===== src/tfp_pkg.sv =====
// Shared constants, level codes, modes and carriers of the fan sequencer.
// Assumes the control inputs arrive as 8-bit codes, full scale equals VDD.

package tfp_pkg;

    // Level codes: 8-bit fraction of the supply
    localparam int LVL_W           = 8;
    localparam int CODE_FULL_SCALE = 255;
    localparam int VDD_MV          = 5000;

    // Percent of supply to level code, truncated
    function automatic logic [7:0] tfp_pct_code(input int pct);
        return 8'(pct * CODE_FULL_SCALE / 100);
    endfunction

    // Millivolts to level code at the nominal supply
    function automatic logic [7:0] tfp_mv_code(input int mv);
        return 8'(mv * CODE_FULL_SCALE / VDD_MV);
    endfunction

    // Nominal thresholds in percent of supply and millivolts
    localparam int PWM_MIN_PCT     = 30;
    localparam int FULL_DUTY_PCT   = 70;
    localparam int OVERHEAT_PCT    = 77;
    localparam int HYST_PCT        = 11;
    localparam int SHUTDOWN_MV     = 700;
    localparam int RESTART_MV      = 1100;

    localparam logic [7:0] PWM_MIN_CODE   = tfp_pct_code(PWM_MIN_PCT);
    localparam logic [7:0] FULL_DUTY_CODE = tfp_pct_code(FULL_DUTY_PCT);
    localparam logic [7:0] OVERHEAT_CODE  = tfp_pct_code(OVERHEAT_PCT);
    localparam logic [7:0] HYST_CODE      = tfp_pct_code(HYST_PCT);
    localparam logic [7:0] SHUTDOWN_CODE  = tfp_mv_code(SHUTDOWN_MV);
    localparam logic [7:0] RESTART_CODE   = tfp_mv_code(RESTART_MV);
    // A sleep threshold at or below this code counts as grounded
    localparam logic [7:0] SLEEP_GND_CODE = 8'h05;
    localparam logic [7:0] DUTY_TOP       = 8'hff;
    localparam logic [7:0] DUTY_ZERO      = 8'h00;

    // Timing
    localparam int CLK_HZ          = 10_000_000;
    localparam int TB_FREQ_HZ      = 30;
    localparam int TB_PERIOD_CYC   = CLK_HZ / TB_FREQ_HZ;
    localparam int RAMP_STEPS      = 256;
    localparam int STARTUP_PERIODS = 64;
    localparam int CNT_W           = 6;
    localparam int RESET_HOLD_US   = 30;
    localparam int RESET_HOLD_CYC  = (RESET_HOLD_US * (CLK_HZ / 1_000_000));

    // Sequencer modes
    typedef enum logic [1:0] {
        ST_OFF   = 2'b00,
        ST_SLEEP = 2'b01,
        ST_START = 2'b10,
        ST_RUN   = 2'b11
    } tfp_mode_type;

    // Sampled control levels
    typedef struct packed {
        logic [7:0] primary;
        logic [7:0] secondary;
        logic [7:0] sleep_thr;
    } tfp_levels_type;

    // Quantized duty request
    typedef struct packed {
        logic       full;
        logic       sec_sel;
        logic [7:0] level;
    } tfp_duty_type;

endpackage


===== src/tfp_timebase.sv =====
// Time base: prescaler and per-period ramp count for the PWM.
// Assumes a synchronous restart from the sequencer, one clock domain.
`timescale 1ns/10ps
`default_nettype none

module tfp_timebase #(
    parameter int STEP_CYC = tfp_pkg::TB_PERIOD_CYC / tfp_pkg::RAMP_STEPS
) (
    // Clock and reset
    input  wire logic       core_clk,
    input  wire logic       rst_n,
    // Control
    input  wire logic       restart,
    // Time base
    output logic      [7:0] ramp,
    output logic            period_end
);

    localparam int PRE_W = $clog2(STEP_CYC + 1);
    localparam logic [PRE_W-1:0] PRE_LAST = PRE_W'(STEP_CYC - 1);

    typedef struct packed {
        logic [PRE_W-1:0] pre;
        logic [7:0]       ramp;
        logic             period_end;
    } tfp_tb_state_type;

    tfp_tb_state_type st_r;
    tfp_tb_state_type st_nxt;

    // Ramp steps once per prescaler wrap; period ends at ramp wrap
    always_comb begin
        st_nxt            = st_r;
        st_nxt.period_end = 1'b0;
        if (restart) begin
            st_nxt.pre  = '0;
            st_nxt.ramp = tfp_pkg::DUTY_ZERO;
        end else if (st_r.pre == PRE_LAST) begin
            st_nxt.pre  = '0;
            st_nxt.ramp = st_r.ramp + 8'h01;
            if (st_r.ramp == tfp_pkg::DUTY_TOP) begin
                st_nxt.period_end = 1'b1;
            end
        end else begin
            st_nxt.pre = st_r.pre + PRE_W'(1);
        end
    end

    // State register
    always_ff @(posedge core_clk or negedge rst_n) begin
        if (!rst_n) begin
            st_r <= '0;
        end else begin
            st_r <= st_nxt;
        end
    end

    assign ramp       = st_r.ramp;
    assign period_end = st_r.period_end;

endmodule

`default_nettype wire


===== src/tfp_duty_map.sv =====
// Duty request: picks the higher control input and quantizes it.
// Assumes level codes on the package scale, refreshed every clock.
`timescale 1ns/10ps
`default_nettype none

module tfp_duty_map #(
    parameter logic [7:0] MIN_CODE  = tfp_pkg::PWM_MIN_CODE,
    parameter logic [7:0] FULL_CODE = tfp_pkg::FULL_DUTY_CODE
) (
    // Clock and reset
    input  wire logic                    core_clk,
    input  wire logic                    rst_n,
    // Levels in, duty out
    input  wire tfp_pkg::tfp_levels_type levels,
    output tfp_pkg::tfp_duty_type        duty
);

    tfp_pkg::tfp_duty_type st_r;
    tfp_pkg::tfp_duty_type st_nxt;

    // Linear map of the span onto the ramp range, clamped both ends
    function automatic logic [7:0] span_map(input logic [7:0] v);
        int num;
        num = 0;
        if (v <= MIN_CODE) begin
            return tfp_pkg::DUTY_ZERO;
        end else if (v >= FULL_CODE) begin
            return tfp_pkg::DUTY_TOP;
        end
        num = (int'(v) - int'(MIN_CODE)) * tfp_pkg::CODE_FULL_SCALE;
        return 8'(num / (int'(FULL_CODE) - int'(MIN_CODE)));
    endfunction

    // Higher input controls; a tie stays with the primary
    always_comb begin
        logic [7:0] hi;
        hi             = levels.primary;
        st_nxt.sec_sel = levels.secondary > levels.primary;
        if (st_nxt.sec_sel) begin
            hi = levels.secondary;
        end
        st_nxt.full  = hi >= FULL_CODE;
        st_nxt.level = span_map(hi);
    end

    // State register
    always_ff @(posedge core_clk or negedge rst_n) begin
        if (!rst_n) begin
            st_r <= '0;
        end else begin
            st_r <= st_nxt;
        end
    end

    assign duty = st_r;

endmodule

`default_nettype wire


===== src/tfp_fan_seq.sv =====
// Fan sequencer top: shutdown, sleep, startup interval, PWM and fault.
// Assumes control levels are synchronous 8-bit codes of the supply;
// the fault pin is open drain, resolved outside from its enable.
`timescale 1ns/10ps
`default_nettype none

// Notes on behaviour
// Duty follows the higher control input outside the startup interval.
// Drive stays high whenever the controlling level exceeds full duty.
// Primary above overheat threshold pulls fault low; fan keeps full duty.
// Primary back below overheat releases fault; duty follows inputs again.
// Both inputs below sleep threshold, primary above shutdown: sleep.
// Only one input below sleep threshold keeps normal operation.
// Either input above wake level leaves sleep and runs 64 forced periods.
// On each start from sleep the drive is forced on for 64 time-base periods.
// Primary below shutdown level stops everything, secondary regardless.
// Outside party holds primary below shutdown 30 us for a sure reset.
// One time-base period clocks the sequencing and is the PWM period.
// Primary above restart level after shutdown acts as a full power-up.
// In sleep the fault flag is inactive and the drive is off.
// After reset the fan waits until an input rises above wake level.
// A grounded sleep threshold disables sleep entirely.
// PWM compares a ramp against the quantized higher input level.
// Startup counter loads on each start and hands over after 64 periods.
module tfp_fan_seq #(
    parameter int         TB_PERIOD_CYC = tfp_pkg::TB_PERIOD_CYC,
    parameter logic [7:0] SHUTDOWN_CODE = tfp_pkg::SHUTDOWN_CODE,
    parameter logic [7:0] RESTART_CODE  = tfp_pkg::RESTART_CODE,
    parameter logic [7:0] OVERHEAT_CODE = tfp_pkg::OVERHEAT_CODE,
    parameter logic [7:0] HYST_CODE     = tfp_pkg::HYST_CODE
) (
    // Clock and reset
    input  wire logic                    core_clk,
    input  wire logic                    rstn,
    // Sampled control levels
    input  wire tfp_pkg::tfp_levels_type levels,
    // Fan drive pin
    output logic                         fan_drive,
    output logic                         fan_drive_oe,
    // Open-drain overheat fault pin
    output logic                         overheat_fault_n,
    output logic                         overheat_fault_oe,
    // Status
    output tfp_pkg::tfp_mode_type        mode,
    output logic                         secondary_in_control
);

    localparam int STEP_CYC = (TB_PERIOD_CYC / tfp_pkg::RAMP_STEPS) < 1 ?
                              1 : TB_PERIOD_CYC / tfp_pkg::RAMP_STEPS;
    localparam logic [tfp_pkg::CNT_W-1:0] START_LAST =
        tfp_pkg::CNT_W'(tfp_pkg::STARTUP_PERIODS - 1);

    typedef struct packed {
        tfp_pkg::tfp_mode_type       mode;
        logic [tfp_pkg::CNT_W-1:0]   cnt;
        logic                        drive;
        logic                        drive_oe;
        logic                        fault_n;
        logic                        fault_oe;
        logic                        sec_sel;
    } tfp_seq_state_type;

    logic [1:0]            rst_sync_r;
    logic                  rst_n;
    tfp_seq_state_type     st_r;
    tfp_seq_state_type     st_nxt;
    tfp_pkg::tfp_duty_type duty;
    logic [7:0]            ramp;
    logic                  period_end;
    logic                  tb_restart;
    logic                  below_shutdown;
    logic                  above_restart;
    logic                  sleep_enabled;
    logic                  sleep_cond;
    logic                  wake_cond;
    logic                  overheat;
    logic [8:0]            wake_level;

    // Reset release through two flops; assertion stays asynchronous
    always_ff @(posedge core_clk or negedge rstn) begin
        if (!rstn) begin
            rst_sync_r <= 2'b00;
        end else begin
            rst_sync_r <= {rst_sync_r[0], 1'b1};
        end
    end

    assign rst_n = rst_sync_r[1];

    // Ramp and period ticks; restarted on each start so 64 are whole
    tfp_timebase #(
        .STEP_CYC   (STEP_CYC)
    ) tfp_timebase_i (
        .core_clk   (core_clk),
        .rst_n      (rst_n),
        .restart    (tb_restart),
        .ramp       (ramp),
        .period_end (period_end)
    );

    // Quantized duty from the higher input
    tfp_duty_map tfp_duty_map_i (
        .core_clk (core_clk),
        .rst_n    (rst_n),
        .levels   (levels),
        .duty     (duty)
    );

    // Level comparisons; wake level carried in nine bits to avoid wrap
    assign wake_level     = {1'b0, levels.sleep_thr} + {1'b0, HYST_CODE};
    assign below_shutdown = levels.primary < SHUTDOWN_CODE;
    assign above_restart  = levels.primary > RESTART_CODE;
    assign sleep_enabled  = levels.sleep_thr > tfp_pkg::SLEEP_GND_CODE;
    assign sleep_cond     = sleep_enabled &&
                            (levels.primary < levels.sleep_thr) &&
                            (levels.secondary < levels.sleep_thr);
    assign wake_cond      = !sleep_enabled ||
                            ({1'b0, levels.primary} > wake_level) ||
                            ({1'b0, levels.secondary} > wake_level);
    assign overheat       = levels.primary > OVERHEAT_CODE;

    // Mode sequencing; shutdown outranks every other condition
    always_comb begin
        st_nxt     = st_r;
        tb_restart = 1'b0;
        case (st_r.mode)
            tfp_pkg::ST_OFF: begin
                // Leaving shutdown behaves as power-up: wait for wake
                if (!below_shutdown && above_restart) begin
                    st_nxt.mode = tfp_pkg::ST_SLEEP;
                end
            end
            tfp_pkg::ST_SLEEP: begin
                if (below_shutdown) begin
                    st_nxt.mode = tfp_pkg::ST_OFF;
                end else if (wake_cond) begin
                    st_nxt.mode = tfp_pkg::ST_START;
                    st_nxt.cnt  = '0;
                    tb_restart  = 1'b1;
                end
            end
            tfp_pkg::ST_START: begin
                if (below_shutdown) begin
                    st_nxt.mode = tfp_pkg::ST_OFF;
                end else if (sleep_cond) begin
                    st_nxt.mode = tfp_pkg::ST_SLEEP;
                end else if (period_end) begin
                    st_nxt.cnt = st_r.cnt + tfp_pkg::CNT_W'(1);
                    if (st_r.cnt == START_LAST) begin
                        st_nxt.mode = tfp_pkg::ST_RUN;
                    end
                end
            end
            tfp_pkg::ST_RUN: begin
                if (below_shutdown) begin
                    st_nxt.mode = tfp_pkg::ST_OFF;
                end else if (sleep_cond) begin
                    st_nxt.mode = tfp_pkg::ST_SLEEP;
                end
            end
            default: begin
                st_nxt.mode = tfp_pkg::ST_OFF;
            end
        endcase

        // Pin values follow the mode being entered
        st_nxt.sec_sel = duty.sec_sel;
        case (st_nxt.mode)
            tfp_pkg::ST_START: begin
                st_nxt.drive    = 1'b1;
                st_nxt.drive_oe = 1'b1;
                st_nxt.fault_oe = overheat;
            end
            tfp_pkg::ST_RUN: begin
                // Full level forces the drive on for the whole period
                st_nxt.drive    = duty.full ||
                                  (ramp < duty.level);
                st_nxt.drive_oe = 1'b1;
                st_nxt.fault_oe = overheat;
            end
            default: begin
                // Off and sleep: drive low and floated, fault released
                st_nxt.drive    = 1'b0;
                st_nxt.drive_oe = 1'b0;
                st_nxt.fault_oe = 1'b0;
            end
        endcase
        st_nxt.fault_n = !st_nxt.fault_oe;
    end

    // State register; comes out of reset as in shutdown
    always_ff @(posedge core_clk or negedge rst_n) begin
        if (!rst_n) begin
            st_r.mode     <= tfp_pkg::ST_OFF;
            st_r.cnt      <= '0;
            st_r.drive    <= 1'b0;
            st_r.drive_oe <= 1'b0;
            st_r.fault_n  <= 1'b1;
            st_r.fault_oe <= 1'b0;
            st_r.sec_sel  <= 1'b0;
        end else begin
            st_r <= st_nxt;
        end
    end

    // Outputs straight from the state register
    assign fan_drive            = st_r.drive;
    assign fan_drive_oe         = st_r.drive_oe;
    assign overheat_fault_n     = st_r.fault_n;
    assign overheat_fault_oe    = st_r.fault_oe;
    assign mode                 = st_r.mode;
    assign secondary_in_control = st_r.sec_sel;

endmodule

`default_nettype wire


===== config.mk =====
export PLATFORM = sky130hd
export DESIGN_NAME = tfp_fan_seq
export DESIGN_NICKNAME = d
export VERILOG_FILES = /design/src/tfp_pkg.sv /design/src/tfp_timebase.sv /design/src/tfp_duty_map.sv /design/src/tfp_fan_seq.sv
export SDC_FILE = /design/constraint.sdc
export NUM_CORES = 1
export LEC_CHECK = 0
export BUFFER_PORTS_ARGS = -buffer_cell sky130_fd_sc_hd__buf_4
export CAP_MARGIN = 20
export CORE_MARGIN = 2
export CORE_UTILIZATION = 50
export CTS_BUF_LIST = sky130_fd_sc_hd__clkbuf_4 sky130_fd_sc_hd__clkbuf_8
export DETAILED_ROUTE_END_ITERATION = 10
export PLACE_DENSITY = 0.66
export SYNTH_ARGS = -nofsm -noshare
export SYNTH_HDL_FRONTEND = slang
export SYNTH_HIERARCHICAL = 1
export SYNTH_SLANG_ARGS = --single-unit

===== constraint.sdc =====
create_clock -name core_clk -period 2.1 [get_ports core_clk]
set_input_delay 0.42 -clock core_clk [delete_from_list [all_inputs] [get_ports core_clk]]
set_output_delay 0.42 -clock core_clk [all_outputs]
set_load 0.01 [all_outputs]

==> results.toml <==
[sta]
clock_skew_ns = 0.00662
fmax_ghz = 0.0715
finalSetupViolations = 41
rsz0062_at_grt = "true"
max-slew-margin-rel = 0.577
slew_viol_final = 0
hold_viol = 0
worstMarginPinSlew_ns = 0.627
fin_hold_ws_ns = 0.241
period_needed_ns = 13.98
fin_crit_sh = 6.66
fin_ws_ns = -11.88
tns_ns = -111.77

[flow_run]
drv_cap = 0

[setup_path]
endpoint_kind = "flop"
required_ns = 2.28
crit_top_cell = "ha_4"
crit_type = "in2reg"
rrSetupSlack_ns = 0.12
crit_path_start_kind = "primary input"
rr_worst_depth = 8
r2r-end = "fan_drive"
path_max_fanout = 8
slowest_delay_ns = 0.55
crit_slowest_cell = "fa_1"
worstPathArrival_ns = 14.16
rr_startpoint = "tfp_timebase_i/ramp[1]"

[synthesis]
synth-async-reset-ratio = 1.00
ys.flop_type = "dfrtp_1"
ys_seq_elements = 45
synth.distinct_cells = 117
yosysWarnings = 6
synth_edf_count = 0
synth_nets = 1344
synth_cells = 1199
synth.avg_cell_area_um2 = 7.86
synth_sequential_area_ratio = 0.120
netlist_area_mm2 = 0.00942

[global_route]
track_usage = 0.292
grt_use_met1 = 0.343
grt_use_met2 = 0.565
grt.overflow.total = 0
grt_pass1_vias = 11000
gr-max-usage-layer = "met2"
grt_max_degree = 24
grt_pass1_wl_mm = 49.5
met3_usage = 0.0226
antenna_found_initial = 0

[clock_tree]
clk_latency_ns = 0.29
cts_tree = "built"
clk_pin_slew_ns = 0.08
cts_root_buf = "clkbuf_8"
cts.sinks = 45
clockBufferDepth = 2
cts_max_level = 2
cts_buffers = 5

[die]
die_h_um = 141
num_rows = 50
io_pins = 33
die_x_um = 141
core_mm2 = 0.0186
start_util = 0.507
fp.dieArea_mm2 = 0.0200

[drt]
post_drt_wl_per_cell_um = 16.4
first_pass_iters = 6
num_vias = 11000
drc = 0
vias_per_cell = 5.84
drt_iter0_drc = 737
wirelength_mm = 30.8
ant_nets = 0

[final_layout]
fin_nets = 1787
diodes = 0
syn_to_final_growth_pct = 56.0
drive_gt1_frac = 0.451
nFillCells = 1242

[min_path]
hold_path_class = "reg2async"

[placed_design]
dpl.hpwl_mm = 23.6
routabilityCongestion = 0.922
port_buffers = 32

[run_status]
status = "finished, violations left"
violations = "setup timing"
## cells by family (layout without fill, tap and decap cells)
group	after synthesis	count (layout)	synth area share
AND/OR/NAND/NOR	420	420	0.236
other	1	1	0.000398
multiplexers	25	25	0.0284
AO/OA/AOI/OAI	374	374	0.298
flip-flops	45	45	0.120
XOR/XNOR	67	68	0.0643
adder cells (fa/ha/maj)	122	122	0.188
buffers and inverters	145	588	0.0646
## flip-flops by register name, indices dropped and copies added (netlist names)
| name | cells |
|---|---|
| tfp_duty_map_i/duty | 10 |
| tfp_timebase_i/period_end | 1 |
| fan_drive | 1 |
| rst_sync_r | 2 |
| tfp_timebase_i/ramp | 8 |
| st_r | 6 |
| fan_drive_oe | 1 |
| tfp_timebase_i/st_r | 11 |
| overheat_fault_n | 1 |
| secondary_in_control | 1 |
| overheat_fault_oe | 1 |
| mode | 2 |
## per-layer routing
layer / share of wire / routed length, µm / vias up
li1: - / - / 5336
met5: 0 / 0 / -
met4: 0.031 / 942 / 0
met3: 0.032 / 980 / 93
met2: 0.53 / 16300 / 271
met1: 0.41 / 12700 / 5271
## worst max-delay path by stage
stage / startpoint / end / slack, ns / depth (start not counted)
after CTS: levels[23] / tfp_duty_map_i/duty[6] / -11.69 / 62
final: levels[17] / tfp_duty_map_i/duty[4] / -11.88 / 64
after global routing: levels[17] / tfp_duty_map_i/duty[4] / -12.46 / 67
after floorplan: levels[21] / tfp_duty_map_i/duty[6] / -12.10 / 62
after detailed placement: levels[17] / tfp_duty_map_i/duty[6] / -12.67 / 63
after global placement: levels[21] / tfp_duty_map_i/duty[6] / -12.31 / 64
## critical path, delay by kind of cell
| family | cells | cell delay, ns |
|---|---|---|
| adder cells (fa/ha/maj) | 10 | 3.30 |
| multiplexers | 4 | 1.12 |
| buffers and inverters | 10 | 1.00 |
| AND/OR/NAND/NOR | 12 | 2.32 |
| AO/OA/AOI/OAI | 26 | 5.61 |
| XOR/XNOR | 2 | 0.37 |
## cells in the final DEF (no fill, tap or decap), types with 14 or more instances in the layout
cell type / synthesis / final
nor2_2: 2 / 15
a21oi_1: 79 / 59
a31oi_1: 19 / 14
buf_6: 1 / 19
o211ai_1: 14 / 14
a21oi_2: 4 / 20
o21ai_0: 37 / 27
nand4_1: 28 / 28
nand2_1: 75 / 72
ha_1: 85 / 66
dfrtp_1: 44 / 43
nor3_1: 30 / 23
a21o_1: 28 / 26
o21ai_1: 11 / 16
nand3_1: 48 / 44
inv_1: 110 / 95
fa_1: 34 / 31
xor2_1: 30 / 27
xnor2_1: 36 / 27
buf_4: 12 / 441
nor2_1: 110 / 84
ha_4: 0 / 15
and3_1: 18 / 16
## Yosys cell counts (6+ instances only)
library cell / n / area share
and2_1: 12 / 0.0080
o21ai_1: 11 / 0.0058
nor3_1: 30 / 0.016
nand4_1: 28 / 0.019
o211ai_1: 14 / 0.011
and3_1: 18 / 0.012
nor2b_1: 7 / 0.0046
a221oi_1: 7 / 0.0065
a21oi_1: 79 / 0.042
buf_2: 9 / 0.0048
ha_1: 85 / 0.11
clkbuf_1: 12 / 0.0048
mux2i_1: 16 / 0.017
o31a_1: 8 / 0.0074
o21a_1: 14 / 0.011
buf_4: 12 / 0.0096
o22ai_1: 6 / 0.0040
nand2b_1: 11 / 0.0073
xnor2_1: 36 / 0.033
nor2_1: 110 / 0.044
a31oi_1: 19 / 0.013
inv_1: 110 / 0.044
nor4_1: 8 / 0.0053
xor2_1: 30 / 0.028
a21o_1: 28 / 0.022
or2_2: 13 / 0.0086
a211oi_1: 18 / 0.014
nand3b_1: 6 / 0.0048
or3_1: 19 / 0.013
a211o_1: 12 / 0.011
nand3_1: 48 / 0.026
dfrtp_1: 44 / 0.12
fa_1: 34 / 0.072
a211oi_2: 7 / 0.0093
nand2_1: 75 / 0.030
a22oi_1: 8 / 0.0064
o21ai_0: 37 / 0.020
## area by class of cell
cell class	instances	area, µm²	share of cell area
multi-input combinational	1010	8990	0.612
timing repair buffer	470	3700	0.252
sequential	45	1130	0.0768
inverter	110	460	0.0313
tap	234	293	0.0199
clock buffer	6	76.3	0.00519
clock inverter	2	38.8	0.00264
## what timing repair did
item,in CTS,in global routing
hold buffers,1,0
cloned,2,0
setup endpoints to repair,41,41
resized for setup,127,86
hold endpoints to repair,2,0
buffers inserted,22,18
pin swaps,58,62
## stage by stage
stage	util	worst slack (ns)	instance area [µm²]	cells
global placement	0.708	-12.31	13100	1830
floorplan	-	-12.10	9840	1199
detailed placement	0.708	-12.67	13100	1830
CTS	0.758	-11.69	14100	1861
finish	0.791	-11.88	14700	1877
global route	0.791	-12.46	14700	1877
Power is left out: the tool's default activity adds up to more than one toggle a clock period on the data nets, which glitch-free logic cannot reach.
